**config.mk**
```make
export PLATFORM = sky130hd
export DESIGN_NAME = erx_sysif
export DESIGN_NICKNAME = d
export VERILOG_FILES = /design/src/include/erx_pkg.sv /design/src/design/erx_sysif.sv
export VERILOG_INCLUDE_DIRS = /design/src /design/src/include
export SDC_FILE = /design/constraint.sdc
export NUM_CORES = 1
export LEC_CHECK = 0
export BUFFER_PORTS_ARGS = -buffer_cell sky130_fd_sc_hd__buf_2
export CORE_MARGIN = 2
export CORE_UTILIZATION = 58
export DETAILED_ROUTE_END_ITERATION = 12
export MAX_ROUTING_LAYER = met4
export PLACE_DENSITY_LB_ADDON = 0.15
export SYNTH_ARGS = -nofsm -noshare
export SYNTH_HDL_FRONTEND = slang
export SYNTH_SLANG_ARGS = --single-unit
```
**constraint.sdc**
```tcl
create_clock -name clk -period 13.38 [get_ports clk]
set_input_delay 1.338 -clock clk [delete_from_list [all_inputs] [get_ports clk]]
set_output_delay 1.338 -clock clk [all_outputs]
set_load 0.005 [all_outputs]
```
**src/include/erx_regs.svh**
```systemverilog
/*
 * register offsets, field positions, reset values and timing counts of the
 * receive system interface parity and offset block.
 * assumes byte-wide registers on a plain strobe port, one framer per instance.
 */
// How it works
// - parity of previous frame replaces first bit of timeslot zero
// - parity insertion blocked only in clock-slave fractional mode with F-bit
// - parity type bit picks even or odd parity
// - extent bit says whether first timeslot-zero bit joins the parity
// - forced-bit enable drives first timeslot-zero bit to forced value
// - parity insertion wins over forced bit when both are enabled
// - bit offset ignored while double-rate system clock is selected
// - clock slave: reference is common pulse (mode 1) or own frame sync
// - multiplexed: any framer in mode 1 selects multiplexed common pulse
// - timeslot offset is a seven-bit binary count
// - bit offset applies only when enabled; three-bit code in clock edges
// - common-pulse reference: count from pulse edge, frame sync follows data
// - frame-sync reference: count from frame sync edge, signaling follows data
// - mode 0 edge count is 4 plus twice code, or 3 when edges differ
// - mode 1 edge count is 2 plus twice code, or 1 when edges differ
// - multiframe and alternate selects both set give frame sync bit offset
// - then without offset or in mode 1, lead is 1 or 1.5 bits
// - frame edge select times pulses, data edge select times data
`ifndef ERX_REGS_SVH
`define ERX_REGS_SVH

// ---------------------------------------------------------------
// register offsets
// ---------------------------------------------------------------
`define ERX_OFS_PARITY   3'h0
`define ERX_OFS_EDGE     3'h1
`define ERX_OFS_FRAME    3'h2
`define ERX_OFS_TSOFF    3'h3
`define ERX_OFS_BOFF     3'h4
`define ERX_OFS_STATUS   3'h5

// ---------------------------------------------------------------
// field positions
// ---------------------------------------------------------------
`define ERX_B_PAR_ODD    7
`define ERX_B_PAR_EN     6
`define ERX_B_FIX_EN     5
`define ERX_B_FIX_VAL    4
`define ERX_B_PAR_EXT    3
`define ERX_B_FRAC_FBIT  0
`define ERX_B_DE         4
`define ERX_B_FE         3
`define ERX_B_DBL        2
`define ERX_B_MUX        0
`define ERX_B_FRAME_PULSE_REF_MODE     5
`define ERX_B_SIGMF      2
`define ERX_B_ALT        0
`define ERX_B_BIT_OFFSET_EN    3

// ---------------------------------------------------------------
// reset values and timing counts
// ---------------------------------------------------------------
`define ERX_RST_REG      8'h00
`define ERX_EPB_SINGLE   10'h002
`define ERX_EPB_DOUBLE   10'h004
`define ERX_CET_BASE_FS  10'h004
`define ERX_CET_BASE_CP  10'h002
`define ERX_MASK_SINGLE  10'h1FF
`define ERX_MASK_DOUBLE  10'h3FF

`endif

```
**src/include/erx_pkg.sv**
```systemverilog
/*
 * types of the receive system interface parity and offset block.
 * assumes erx_regs.svh holds all numeric constants.
 */
package erx_pkg;

   // ---------------------------------------------------------------
   // configuration held in shadow at the frame boundary
   // ---------------------------------------------------------------
   typedef struct packed {
      logic       par_odd;
      logic       par_en;
      logic       fix_en;
      logic       fix_val;
      logic       par_ext;
      logic       frac_fbit;
      logic       de;
      logic       fe;
      logic       dbl;
      logic       mux;
      logic       frame_pulse_ref_mode;
      logic       sigmf;
      logic       alt;
      logic [6:0] tsoff;
      logic       bit_offset_en;
      logic [2:0] boff;
   } erx_cfg_t;

   // ---------------------------------------------------------------
   // system-side outputs travelling together
   // ---------------------------------------------------------------
   typedef struct packed {
      logic data;
      logic fsync;
      logic sig;
   } erx_sys_out_t;

endpackage

```
**src/design/erx_sysif.sv**
```systemverilog
/*
 * receive system interface of one framer: parity or forced bit in the first
 * bit of timeslot zero, timeslot and bit offset from the frame reference.
 * assumes the system clock and common frame pulses arrive as pins sampled by
 * clk, and the line data and signaling come from logic on clk, one bit per
 * bit_take_q pulse.
 */
// Chosen here: strobed register access and the placing of the registers.
`timescale 1ns/1ps
`include "erx_regs.svh"

module erx_sysif
   import erx_pkg::*;
#(
   parameter int ADDR_W = 3
) (
   // clock and reset
   input  wire logic              clk,
   input  wire logic              sys_rst,
   // register port
   input  wire logic [ADDR_W-1:0] reg_addr,
   input  wire logic [7:0]        reg_wdata,
   input  wire logic              reg_wr,
   input  wire logic              reg_rd,
   output logic [7:0]             reg_rdata,
   // system side pins
   input  wire logic              sys_clk_pin,
   input  wire logic              common_frame_pulse_in,
   input  wire logic              mux_common_frame_pulse_in,
   input  wire logic              any_framer_frame_pulse_ref_mode_in,
   output erx_sys_out_t           sys_out_q,
   output logic                   mux_rx_sys_data_out,
   output logic                   mux_frame_sync_out,
   output logic                   mux_signaling_out,
   // internal line side
   input  wire logic              line_data_in,
   input  wire logic              line_sig_in,
   output logic                   bit_take_q,
   output logic                   frame_start_q
);

   // ---------------------------------------------------------------
   // elaboration checks
   // ---------------------------------------------------------------
   if (ADDR_W < 3) begin : g_bad_addr
      $error("erx_sysif: ADDR_W must be at least 3");
   end

   // ---------------------------------------------------------------
   // registers written by software, their shadow and status capture
   // ---------------------------------------------------------------
   logic [7:0] par_q;
   logic [7:0] edge_q;
   logic [7:0] frame_q;
   logic [7:0] tsoff_q;
   logic [7:0] boff_q;
   erx_cfg_t   cfg_q;
   logic       par_last_q;
   logic [7:0] bit_idx_q;

   // register writes
   always_ff @(posedge clk) begin
      if (sys_rst) begin
         par_q   <= `ERX_RST_REG;
         edge_q  <= `ERX_RST_REG;
         frame_q <= `ERX_RST_REG;
         tsoff_q <= `ERX_RST_REG;
         boff_q  <= `ERX_RST_REG;
      end else if (reg_wr) begin
         case (reg_addr[2:0])
            `ERX_OFS_PARITY: par_q   <= reg_wdata;
            `ERX_OFS_EDGE:   edge_q  <= reg_wdata;
            `ERX_OFS_FRAME:  frame_q <= reg_wdata;
            `ERX_OFS_TSOFF:  tsoff_q <= {1'b0, reg_wdata[6:0]};
            `ERX_OFS_BOFF:   boff_q  <= {4'h0, reg_wdata[3:0]};
            default: ;
         endcase
      end
   end

   // read data, one cycle after the strobe, zero otherwise
   always_ff @(posedge clk) begin
      if (sys_rst || !reg_rd || (reg_addr > ADDR_W'(`ERX_OFS_STATUS))) begin
         reg_rdata <= 8'h00;
      end else begin
         case (reg_addr[2:0])
            `ERX_OFS_PARITY: reg_rdata <= par_q;
            `ERX_OFS_EDGE:   reg_rdata <= edge_q;
            `ERX_OFS_FRAME:  reg_rdata <= frame_q;
            `ERX_OFS_TSOFF:  reg_rdata <= tsoff_q;
            `ERX_OFS_BOFF:   reg_rdata <= boff_q;
            `ERX_OFS_STATUS: reg_rdata <= {par_last_q, 2'h0, bit_idx_q[7:3]};
            default:         reg_rdata <= 8'h00;
         endcase
      end
   end

   // ---------------------------------------------------------------
   // pin synchronisers, three stages, change taken when 2 and 3 agree
   // ---------------------------------------------------------------
   logic [2:0] sck_s;
   logic [2:0] cfp_s;
   logic [2:0] mcfp_s;
   logic       sck_f_q;
   logic       cfp_f_q;
   logic       mcfp_f_q;

   always_ff @(posedge clk) begin
      if (sys_rst) begin
         sck_s  <= 3'h0;
         cfp_s  <= 3'h0;
         mcfp_s <= 3'h0;
      end else begin
         sck_s  <= {sck_s[1:0], sys_clk_pin};
         cfp_s  <= {cfp_s[1:0], common_frame_pulse_in};
         mcfp_s <= {mcfp_s[1:0], mux_common_frame_pulse_in};
      end
   end

   // filtered levels
   always_ff @(posedge clk) begin
      if (sys_rst) begin
         sck_f_q  <= 1'b0;
         cfp_f_q  <= 1'b0;
         mcfp_f_q <= 1'b0;
      end else begin
         if (sck_s[1] == sck_s[2])
            sck_f_q <= sck_s[2];
         if (cfp_s[1] == cfp_s[2])
            cfp_f_q <= cfp_s[2];
         if (mcfp_s[1] == mcfp_s[2])
            mcfp_f_q <= mcfp_s[2];
      end
   end

   // ---------------------------------------------------------------
   // system clock edges and frame reference
   // ---------------------------------------------------------------
   logic sck_d1_q;
   logic ref_pend_q;
   logic ref_d1_q;
   logic sck_rise;
   logic sck_fall;
   logic sck_edge;
   logic fe_edge;
   logic fp_eff;
   logic ref_lvl;

   assign sck_rise = sck_f_q & ~sck_d1_q;
   assign sck_fall = ~sck_f_q & sck_d1_q;
   assign sck_edge = sck_rise | sck_fall;
   assign fe_edge  = cfg_q.fe ? sck_fall : sck_rise;
   assign fp_eff   = cfg_q.mux ? (any_framer_frame_pulse_ref_mode_in | cfg_q.frame_pulse_ref_mode) : cfg_q.frame_pulse_ref_mode;
   assign ref_lvl  = cfg_q.mux ? mcfp_f_q : cfp_f_q;

   // latch pulse, take it on frame edge
   always_ff @(posedge clk) begin
      if (sys_rst) begin
         sck_d1_q   <= 1'b0;
         ref_d1_q   <= 1'b0;
         ref_pend_q <= 1'b0;
      end else begin
         sck_d1_q <= sck_f_q;
         ref_d1_q <= ref_lvl;
         if (ref_lvl && !ref_d1_q)
            ref_pend_q <= 1'b1;
         else if (fe_edge)
            ref_pend_q <= 1'b0;
      end
   end

   // ---------------------------------------------------------------
   // offset arithmetic
   // ---------------------------------------------------------------
   logic [9:0]  epb;
   logic [9:0]  mask;
   logic        boff_on;
   logic [9:0]  transmit_clock_edge_count;
   logic [12:0] start_raw;
   logic [9:0]  data_start;
   logic        special;
   logic [9:0]  lead;
   logic [9:0]  fs_pos;
   logic        edges_same;

   assign edges_same = (cfg_q.fe == cfg_q.de);
   assign epb        = cfg_q.dbl ? `ERX_EPB_DOUBLE : `ERX_EPB_SINGLE;
   assign mask       = cfg_q.dbl ? `ERX_MASK_DOUBLE : `ERX_MASK_SINGLE;
   // no bit offset at double rate
   assign boff_on    = cfg_q.bit_offset_en & ~cfg_q.dbl;
   assign transmit_clock_edge_count = (fp_eff ? `ERX_CET_BASE_CP : `ERX_CET_BASE_FS)
              - {9'h000, ~edges_same} + {6'h00, cfg_q.boff, 1'b0};
   assign start_raw  = 13'({cfg_q.tsoff, 3'h0}) * 13'(epb) + (boff_on ? 13'(transmit_clock_edge_count) : 13'h0000);
   assign data_start = start_raw[9:0] & mask;
   assign special    = cfg_q.sigmf & cfg_q.alt;
   // one or one and a half bits
   assign lead       = edges_same ? epb : (epb + {1'b0, epb[9:1]});
   always_comb begin
      if (special && (fp_eff || !boff_on))
         fs_pos = (data_start - lead) & mask;
      else if (fp_eff)
         fs_pos = data_start;
      else
         fs_pos = 10'h000;
   end

   // ---------------------------------------------------------------
   // edge counter, shadow load at the data start
   // ---------------------------------------------------------------
   logic [9:0] cnt_q;
   logic       tick_q;

   // count every system clock edge
   always_ff @(posedge clk) begin
      if (sys_rst) begin
         cnt_q  <= 10'h000;
         tick_q <= 1'b0;
      end else begin
         tick_q <= sck_edge;
         if (fe_edge && ref_pend_q && fp_eff)
            cnt_q <= 10'h000;
         else if (sck_edge)
            cnt_q <= (cnt_q + 10'h001) & mask;
      end
   end

   always_ff @(posedge clk) begin
      if (sys_rst) begin
         cfg_q <= '0;
      end else if (tick_q && (((cnt_q - data_start) & mask) == 10'h000)) begin
         cfg_q <= '{par_odd: par_q[`ERX_B_PAR_ODD], par_en: par_q[`ERX_B_PAR_EN],
                    fix_en: par_q[`ERX_B_FIX_EN], fix_val: par_q[`ERX_B_FIX_VAL],
                    par_ext: par_q[`ERX_B_PAR_EXT], frac_fbit: par_q[`ERX_B_FRAC_FBIT],
                    de: edge_q[`ERX_B_DE], fe: edge_q[`ERX_B_FE], dbl: edge_q[`ERX_B_DBL],
                    mux: edge_q[`ERX_B_MUX], frame_pulse_ref_mode: frame_q[`ERX_B_FRAME_PULSE_REF_MODE],
                    sigmf: frame_q[`ERX_B_SIGMF], alt: frame_q[`ERX_B_ALT],
                    tsoff: tsoff_q[6:0], bit_offset_en: boff_q[`ERX_B_BIT_OFFSET_EN],
                    boff: boff_q[2:0]};
      end
   end

   // ---------------------------------------------------------------
   // bit stream, parity and frame sync
   // ---------------------------------------------------------------
   logic [9:0] rel;
   logic [9:0] rel_fs;
   logic       new_bit;
   logic [7:0] bit_idx;
   logic       par_acc_q;
   logic       par_res;
   logic       first_bit;

   assign rel     = (cnt_q - data_start) & mask;
   assign rel_fs  = (cnt_q - fs_pos) & mask;
   assign new_bit = tick_q && ((rel & (epb - 10'h001)) == 10'h000);
   assign bit_idx = cfg_q.dbl ? rel[9:2] : rel[8:1];
   assign par_res = par_acc_q ^ cfg_q.par_odd;

   always_comb begin
      if (cfg_q.par_en && !cfg_q.frac_fbit)
         first_bit = par_res;
      else if (cfg_q.fix_en)
         first_bit = cfg_q.fix_val;
      else
         first_bit = line_data_in;
   end

   always_ff @(posedge clk) begin
      if (sys_rst) begin
         par_acc_q  <= 1'b0;
         par_last_q <= 1'b0;
      end else if (new_bit) begin
         if (bit_idx == 8'h00) begin
            par_last_q <= par_res;
            par_acc_q  <= par_q[`ERX_B_PAR_EXT] & line_data_in; // shadow loads on this tick
         end else begin
            par_acc_q  <= par_acc_q ^ line_data_in;
         end
      end
   end

   // data and signaling follow the data start
   always_ff @(posedge clk) begin
      if (sys_rst) begin
         sys_out_q.data <= 1'b0;
         sys_out_q.sig  <= 1'b0;
         bit_idx_q      <= 8'h00;
         bit_take_q     <= 1'b0;
         frame_start_q  <= 1'b0;
      end else begin
         bit_take_q    <= new_bit;
         frame_start_q <= new_bit && (bit_idx == 8'h00);
         if (new_bit) begin
            sys_out_q.data <= (bit_idx == 8'h00) ? first_bit : line_data_in;
            sys_out_q.sig  <= line_sig_in;
            bit_idx_q      <= bit_idx;
         end
      end
   end

   // frame sync one bit wide from its position
   always_ff @(posedge clk) begin
      if (sys_rst)
         sys_out_q.fsync <= 1'b0;
      else if (tick_q)
         sys_out_q.fsync <= (rel_fs < epb);
   end

   // multiplexed bus copies
   always_ff @(posedge clk) begin
      if (sys_rst) begin
         mux_rx_sys_data_out <= 1'b0;
         mux_frame_sync_out  <= 1'b0;
         mux_signaling_out   <= 1'b0;
      end else begin
         mux_rx_sys_data_out <= cfg_q.mux & sys_out_q.data;
         mux_frame_sync_out  <= cfg_q.mux & sys_out_q.fsync;
         mux_signaling_out   <= cfg_q.mux & sys_out_q.sig;
      end
   end

endmodule

```
==> metrics, run 1 <==
result of the run complete, no violations; post-synthesis instance area 0.00588 mm^2; clock tree sinks approximately 110; fin. max-slew vios 0; post-placement cell area 0.00612 mm^2; metal1 wirelength around 7.0 mm; ratio of routed vias to standard cells 6.11; total track usage between 20% and 30%; hold buffers post-CTS 0; top sig layer met4; number of cells upsized or downsized after cts 0; global-route wire length before repair 24.8 mm; transition time at the pin with the least slew margin about 1.1 ns; Clock Skew approximately 0.011 ns; core area roughly 0.0098 mm^2; destination of the worst register-to-register timing path sys_out_q[2]$_SDFFE_PP0P_; cell count after placement 836; reg-to-reg critical path startpoint cfg_q[14]$_SDFFE_PP0P_; max-capacitance violation count 0; total gr overflow 0; Yosys warnings 0; number of antenna violations at the first check in global routing 0; input/output buffers 36; CP required about 14 ns; Top FF cell, synth sky130_fd_sc_hd__dfxtp_1; Post-Route Setup TNS 0 ns; average footprint of a synthesized cell between 8 and 9 um^2; standard-cell rows 36; CTS HTree Levels 3; fin cells around 850; Starting Density about three fifths; number of hold violations in the final report 0; clock tree root driver cell sky130_fd_sc_hd__clkbuf_8; Total Wirelength around 15 mm; overall die width ~100 um; Antenna diodes 0; class of the tightest hold or removal check flip-flop to flip-flop; routed length on met3 759 um; fillcell total between 800 and 900; largest net degree at the start of global routing 84; Detail Placement HPWL 10.9 mm; weighted congestion reported at the end of routability-driven placement between 0.8 and 0.9; cells after synthesis between 600 and 700; portion of the clock cycle consumed by the worst path in the final layout about 45%; Synth Net Count around 750; #FFs+latches synth ~110; count of flip-flops with a built-in enable after synthesis 0; nature of the critical path startpoint input port; worst hold margin around 0.45 ns; Rel. slew slack a little over a quarter; number of cells on the worst reg-to-reg path 16; count of TritonRoute iterations in the first routing pass 5; Skew-Pair Late Insertion Delay 0.38 ns; Reg clk slew, reported paths approximately 0.11 ns; power density over the cells roughly 90 mW/mm^2; number of buffers created by CTS 9; async set-reset flop share out of synthesis 0%; area of the die around 0.011 mm^2; data arrival time of the worst path approximately 6.3 ns; CTS tree yes; R2R Setup Slk 8.04 ns; via count of the first global-routing pass 4998; net total in the final layout 764; clock period minus worst slack between 5 and 6 ns; Die Y ~100 um; layout cells sized above 1 approximately 11%; type of the worst setup path input port to flip-flop; crit path capture sys_out_q[2]$_SDFFE_PP0P_; routed wl met2 about 7 mm; Max Freq approximately 170 MHz; final std cell area, no fill approximately 0.0064 mm^2; Pleak approximately 2.5 nW; unique cell type count in the Yosys netlist slightly below 70; RSZ-0062 raised after global routing false; peak supply drop 0.0881 mV; Post-CTS Setup Repair Bufs 0; total I/O pin count 37; part of the Yosys area used for sequential elements between 30% and 40%; CTS Buffer Depth 2; beginning of the critical path any_framer_frame_pulse_ref_mode_in; DRC violations left 0; wire length per cell after detailed routing approximately 17 um; vias about 5200; top fanout value on the critical path 26; post-detailed-route count of antenna-violating nets 0; drt first-iter violations between 300 and 400; element type at the critical path end flip-flop; Power, Total 573 uW; synthesis-to-layout area growth 8.17%; final setup vio count 0
==> how the worst min path moves through the flow <==
stage,slack (ns),endpoint,from,cells after the start
after global placement,0.42,ref_pend_q$_SDFFE_PP0P_,ref_d1_q$_SDFF_PP0_,1
after CTS,0.45,ref_pend_q$_SDFFE_PP0P_,ref_d1_q$_SDFF_PP0_,1
after global routing,0.46,ref_pend_q$_SDFFE_PP0P_,ref_d1_q$_SDFF_PP0_,1
final,0.45,ref_pend_q$_SDFFE_PP0P_,ref_d1_q$_SDFF_PP0_,1
after floorplan,0.41,ref_pend_q$_SDFFE_PP0P_,ref_d1_q$_SDFF_PP0_,1
after detailed placement,0.43,ref_pend_q$_SDFFE_PP0P_,ref_d1_q$_SDFF_PP0_,1
==> critical path, cell delays in order <==
cell and delay, ns:
sky130_fd_sc_hd__buf_2 0.09, sky130_fd_sc_hd__a21o_1 0.19, sky130_fd_sc_hd__clkinv_1 0.24, sky130_fd_sc_hd__ha_1 0.32
sky130_fd_sc_hd__ha_1 0.33, sky130_fd_sc_hd__a21oi_1 0.13, sky130_fd_sc_hd__or3_1 0.38, sky130_fd_sc_hd__a211oi_1 0.46
sky130_fd_sc_hd__inv_1 0.19, sky130_fd_sc_hd__ha_1 0.45, sky130_fd_sc_hd__nand2_1 0.17, sky130_fd_sc_hd__a21oi_1 0.10
sky130_fd_sc_hd__nor4_2 0.39, sky130_fd_sc_hd__mux2i_1 0.14, sky130_fd_sc_hd__or2_1 0.53, sky130_fd_sc_hd__or4b_1 0.63
sky130_fd_sc_hd__a31oi_1 0.17
==> stage by stage <==
stage               worst slack, ns  utilization, %
finish                         7.41            64.8
detailed placement             7.06            62.4
CTS                            7.45            64.8
floorplan                      7.92               -
global placement               7.22            62.4
global route                   6.84            64.8
==> flip-flops by register name, indices dropped and copies added, names as in the netlist, 3 cells and up <==
register / count
cfg_q: 21
par_q: 8
reg_rdata: 8
cnt_q: 10
tsoff_q: 7
sck_s: 3
bit_idx_q: 5
cfp_s: 3
frame_q: 8
boff_q: 4
edge_q: 8
mcfp_s: 3
sys_out_q: 3
==> power by group <==
part / switching, mW / total [mW] / internal, mW
clock: 0.119 / 0.228 / 0.109
combinational: 0.0167 / 0.0256 / 0.00896
sequential: 0.00244 / 0.319 / 0.316
total: 0.138 / 0.573 / 0.434
==> cell type report <==
| class | count | area, um^2 | area share (%) |
|---|---|---|---|
| multi-input combinational | 534 | 3550 | 55.9 |
| sequential | 105 | 2100 | 33.1 |
| timing repair buffer | 40 | 210 | 3.31 |
| tap | 133 | 166 | 2.62 |
| clock buffer | 9 | 124 | 1.95 |
| clock inverter | 7 | 111 | 1.75 |
| inverter | 24 | 90.1 | 1.42 |
==> cell usage after synthesis (5+ instances only) <==
cell | instances | area share (%)
sky130_fd_sc_hd__o21ai_0 | 41 | 3.5
sky130_fd_sc_hd__a31oi_1 | 10 | 1.1
sky130_fd_sc_hd__nor2_1 | 74 | 4.7
sky130_fd_sc_hd__a21oi_1 | 59 | 5.0
sky130_fd_sc_hd__nand4_1 | 5 | 0.53
sky130_fd_sc_hd__and3_1 | 8 | 0.85
sky130_fd_sc_hd__and2_1 | 9 | 0.96
sky130_fd_sc_hd__nor2b_1 | 19 | 2.0
sky130_fd_sc_hd__mux2i_1 | 39 | 6.6
sky130_fd_sc_hd__ha_1 | 25 | 5.3
sky130_fd_sc_hd__a21o_1 | 11 | 1.4
sky130_fd_sc_hd__mux2_2 | 9 | 1.7
sky130_fd_sc_hd__a22oi_1 | 5 | 0.64
sky130_fd_sc_hd__o22ai_1 | 5 | 0.53
sky130_fd_sc_hd__dfxtp_1 | 105 | 36
sky130_fd_sc_hd__xnor2_1 | 14 | 2.1
sky130_fd_sc_hd__inv_1 | 23 | 1.5
sky130_fd_sc_hd__nor3_1 | 11 | 0.94
sky130_fd_sc_hd__clkbuf_1 | 26 | 1.7
sky130_fd_sc_hd__a211oi_1 | 6 | 0.77
sky130_fd_sc_hd__xor2_1 | 16 | 2.4
sky130_fd_sc_hd__nand2b_1 | 7 | 0.74
sky130_fd_sc_hd__nand2_1 | 62 | 4.0
sky130_fd_sc_hd__nand3_1 | 33 | 2.8
==> metal layers <==
metal,track usage [%],vias up
met4,6.86,0
met3,4.12,23
met1,39.1,2502
met5,-,-
met2,44.8,157
li1,-,2525
==> placed cells by master (no fill, tap or decap), drive strengths merged, types with 3 or more instances in the layout <==
| cell type | n |
|---|---|
| nand4 | 5 |
| nor3 | 11 |
| a211oi | 7 |
| mux4 | 3 |
| ha | 25 |
| nor2b | 20 |
| clkbuf | 9 |
| xnor2 | 14 |
| clkinv | 3 |
| a221oi | 5 |
| inv | 25 |
| o21ai | 43 |
| o2111ai | 4 |
| nor3b | 3 |
| mux2 | 9 |
| buf | 40 |
| nand2b | 7 |
| a21oi | 59 |
| nand2 | 62 |
| and2 | 9 |
| a21o | 11 |
| mux2i | 39 |
| o22ai | 5 |
| fa | 4 |
| and3 | 8 |
| nand3 | 33 |
| dfxtp | 105 |
| nor2 | 75 |
| a22oi | 5 |
| xor2 | 16 |
| a31oi | 10 |
| nor4 | 5 |
| a2111oi | 3 |
| o311ai | 4 |
==> cells by family after synthesis <==
family / synth area share (%)
buffers and inverters: 3.77
muxes: 9.51
DFF: 35.8
and+or+nand+nor: 20.8
adders and majority gates: 6.68
AOI/OAI and AO/OA: 19.0
xor gates and xnor gates: 4.47
No activity file was read; power rests on OpenSTA's default activity.
==> inputs of run 2 (changes only) <==
Settings changed: ABC_AREA set to 1.
Clock period 13.38 ns to 6.1 ns, I/O delays scaled along.
==> metrics, run 2 <==
area share of the largest cell type after synthesis 37.5% (+1.8 points); type of the worst setup path flip-flop to flip-flop; top post-synthesis cells by count 136 x sky130_fd_sc_hd__nand2_1, 111 x sky130_fd_sc_hd__inv_1, 105 x sky130_fd_sc_hd__dfxtp_1; count of TritonRoute iterations in the first routing pass 6 (+1); adder-cell area share of the yosys netlist 7.01% (+0.33 points); Max Freq around 210 MHz; peak supply drop 0.156 mV (+77%); leading cell type by number of instances after synthesis sky130_fd_sc_hd__nand2_1; Worst path most repeated cell sky130_fd_sc_hd__nand2_1; CTS HTree Levels 3 (unchanged); fin. max-slew vios 0 (unchanged); top fanout value on the critical path 4 (-85%); Starting Density 60.1% (+0.20 points); async set-reset flop share out of synthesis 0% (unchanged); number of antenna violations at the first check in global routing 0 (unchanged); Yosys warnings 0 (unchanged); CTS Buffer Depth 2 (unchanged); simple-gate share of the synthesized area 23.8% (+3.0 points); count of buffering cells on the critical path with inverters included 5 (+2); met2 layer usage reported by global route 47.1% (+2.3 points); number of cells upsized or downsized after cts 0 (unchanged); total track usage 28.6% (+0.094 points); xor and xnor area share after synthesis 2.34% (-2.1 points); hold buffers post-CTS 0 (unchanged); met3 demand-to-capacity share in global routing 3.42% (-0.70 points); CP required 6.41 ns (-7.27 ns); Reg clk slew, reported paths 0.11 ns (about the same); Antenna diodes 0 (unchanged); count of flip-flops with a built-in enable after synthesis 0 (unchanged); Die Y 102 um (-2.3%); Rel. slew slack 26.7% (+0.24 points); top cell family by delay on the critical path adder cells; result of the run complete, no violations; standard-cell rows 35 (-2.8%); clock period minus worst slack approximately 4.7 ns; area of the die 0.0105 mm^2 (-4.5%); Top FF cell, synth sky130_fd_sc_hd__dfxtp_1; global-route wire length before repair 22.7 mm (-8.4%); clock tree sinks 105 (unchanged); dominant combinational cell family by area after synthesis simple AND/OR/NAND/NOR gates; nature of the critical path startpoint flip-flop; class of the tightest hold or removal check flip-flop to flip-flop; #FFs+latches synth 105 (unchanged); weighted congestion reported at the end of routability-driven placement 0.937 (+7.6%); post-synthesis instance area 0.00560 mm^2 (-4.7%); input/output buffers 36 (unchanged); area fraction in compound gates after synthesis 19.6% (+0.58 points); element type at the critical path end flip-flop; vias 5126 (-1.6%); number of buffers created by CTS 9 (unchanged); Total Wirelength 13.8 mm (-7.4%); fin cells 929 (+9.0%); final setup vio count 0 (unchanged); net total in the final layout 846 (+11%); drt first-iter violations 226 (-32%); cell count after placement 914 (+9.3%); commonest non-fill, non-tap cells in the layout 136 x sky130_fd_sc_hd__nand2_1, 111 x sky130_fd_sc_hd__inv_1, 105 x sky130_fd_sc_hd__dfxtp_1, 75 x sky130_fd_sc_hd__a21oi_1, 58 x sky130_fd_sc_hd__nor2_1; unique cell type count in the Yosys netlist 45 (-34%); clock tree root driver cell sky130_fd_sc_hd__clkbuf_8; data arrival time of the worst path 5.02 ns (-1.25 ns); portion of the clock cycle consumed by the worst path in the final layout between 70 and 80%; post-synthesis cell type with the largest combined area sky130_fd_sc_hd__dfxtp_1; Pleak 2.59 nW (+4.1%); wire length per cell after detailed routing 14.9 um (-15%); number of hold violations in the final report 0 (unchanged); synthesis-to-layout area growth 7.66%; CTS tree yes; layout cells sized above 1 11.5% (+0.51 points); Post-Route Setup TNS 0 ns (unchanged); via count of the first global-routing pass 4721 (-5.5%); max-capacitance violation count 0 (unchanged); total gr overflow 0 (unchanged); power density over the cells 197 mW/mm^2 (+120%); overall die width 102 um (-2.3%); total I/O pin count 37 (unchanged); DRC violations left 0 (unchanged); Most Crowded Layer GR met2; part of the Yosys area used for sequential elements 37.5% (+1.8 points); average footprint of a synthesized cell 7.28 um^2 (-14%); cells after synthesis 770 (+11%); number of cells on the worst hold path 2 (+1); register containing the most flip-flops in the final layout cfg_q; crit path max-delay cell type sky130_fd_sc_hd__fa_1; multiplexer share of the synthesized area 0% (-9.5 points); top area cells in the synthesized netlist sky130_fd_sc_hd__dfxtp_1 38%, sky130_fd_sc_hd__nand2_1 9.1%, sky130_fd_sc_hd__inv_1 7.4%; Skew-Pair Late Insertion Delay 0.37 ns (about the same); Detail Placement HPWL 10.4 mm (-4.5%); transition time at the pin with the least slew margin 1.10 ns (-0.00110 ns); Clock Skew 0.0152 ns (+0.00442 ns); number of cells on the worst reg-to-reg path 27 (+11); Synth Net Count 820 (+9.9%); GR Layer Usage met1 36.2% (-2.8 points); registers with the most flip-flops cfg_q (21), cnt_q (10); most common cell after layout, fill and taps aside sky130_fd_sc_hd__nand2_1; Post-CTS Setup Repair Bufs 0 (unchanged); ratio of routed vias to standard cells 5.52 (-9.7%); post-detailed-route count of antenna-violating nets 0 (unchanged); core area 0.00933 mm^2 (-5.0%); flip-flop count of the largest register after layout 21 (unchanged); RSZ-0062 raised after global routing false; Critical Path Stages 27 (+10); largest net degree at the start of global routing 44 (-48%); CP max stage delay 0.43 ns (-0.20 ns)
-- run 2: cell types whose count changed in the layout (fill, tap and decap cells not counted), sizes merged, moves of 20 or more --
cell / before / now
a21oi: 59 / 84
o21ai: 43 / 72
mux2i: 39 / 0
nand3: 33 / 57
nor2b: 20 / 0
inv: 25 / 117
nand2: 62 / 145
-- run 2: metrics by stage --
stage | util [%] | setup WS, ns | total power [mW] | cell area (um^2) | hold WS (ns)
finish | 64.7 | 1.39 | 1.19 | 6030 | 0.415
detailed placement | 62.7 | 1.29 | 0.786 | 5850 | 0.399
global route | 64.7 | 1.08 | 1.23 | 6030 | 0.430
CTS | 64.7 | 1.48 | 1.19 | 6030 | 0.418
floorplan | - | 2.03 | 0.761 | 5600 | 0.388
global placement | 62.7 | 1.38 | 0.784 | 5850 | 0.395
-- run 2: where the power goes --
part           internal [mW]  switching, mW  total (mW)
logic                 0.0212         0.0479      0.0691
registers              0.696        0.00567       0.702
clock network          0.166          0.249       0.415
total                  0.883          0.303        1.19
-- run 2: final timing paths --
| path | slack (ns) | to | from |
|---|---|---|---|
| setup / recovery | 1.39 | sys_out_q[1]$_SDFFE_PP0P_ | cfg_q[17]$_SDFFE_PP0P_ |
| hold / removal | 0.41 | cfp_s[1]$_SDFF_PP0_ | cfp_s[0]$_SDFF_PP0_ |
| setup reg to reg | 1.39 | sys_out_q[1]$_SDFFE_PP0P_ | cfg_q[17]$_SDFFE_PP0P_ |
| hold reg to reg | 0.41 | cfp_s[1]$_SDFF_PP0_ | cfp_s[0]$_SDFF_PP0_ |
-- run 2: logic make-up (layout without fill, tap and decap cells) --
kind of cell / count (synthesis) / in the layout
xor gates and xnor gates: 15 / 15
adders and majority gates: 29 / 29
DFF: 105 / 105
buffers and inverters: 138 / 168
and+or+nand+nor: 288 / 288
AOI/OAI and AO/OA: 195 / 195
-- run 2: tightest hold or removal path: stages (launching register included) --
cell	delay (ns)
sky130_fd_sc_hd__dfxtp_1	0.31
sky130_fd_sc_hd__inv_1	0.04
sky130_fd_sc_hd__nor2_1	0.03
-- run 2: layout make-up --
cell class	instances	area [um^2]
Inverter	115	432
Fill cell	870	3300
Sequential cell	105	2100
Timing Repair Buffer	38	195
Tap cell	129	161
Multi-Input combinational cell	527	2960
Clock buffer	10	138
Clock inverter	5	48.8
-- run 2: per-layer routing --
| metal | vias to the layer above | wire length, um | part of all wire (%) |
|---|---|---|---|
| met3 | 35 | 746 | 5.4 |
| met5 | - | 0 | 0 |
| met4 | 0 | 350 | 2.5 |
| met1 | 2341 | 6240 | 45 |
| li1 | 2592 | - | - |
| met2 | 158 | 6460 | 47 |
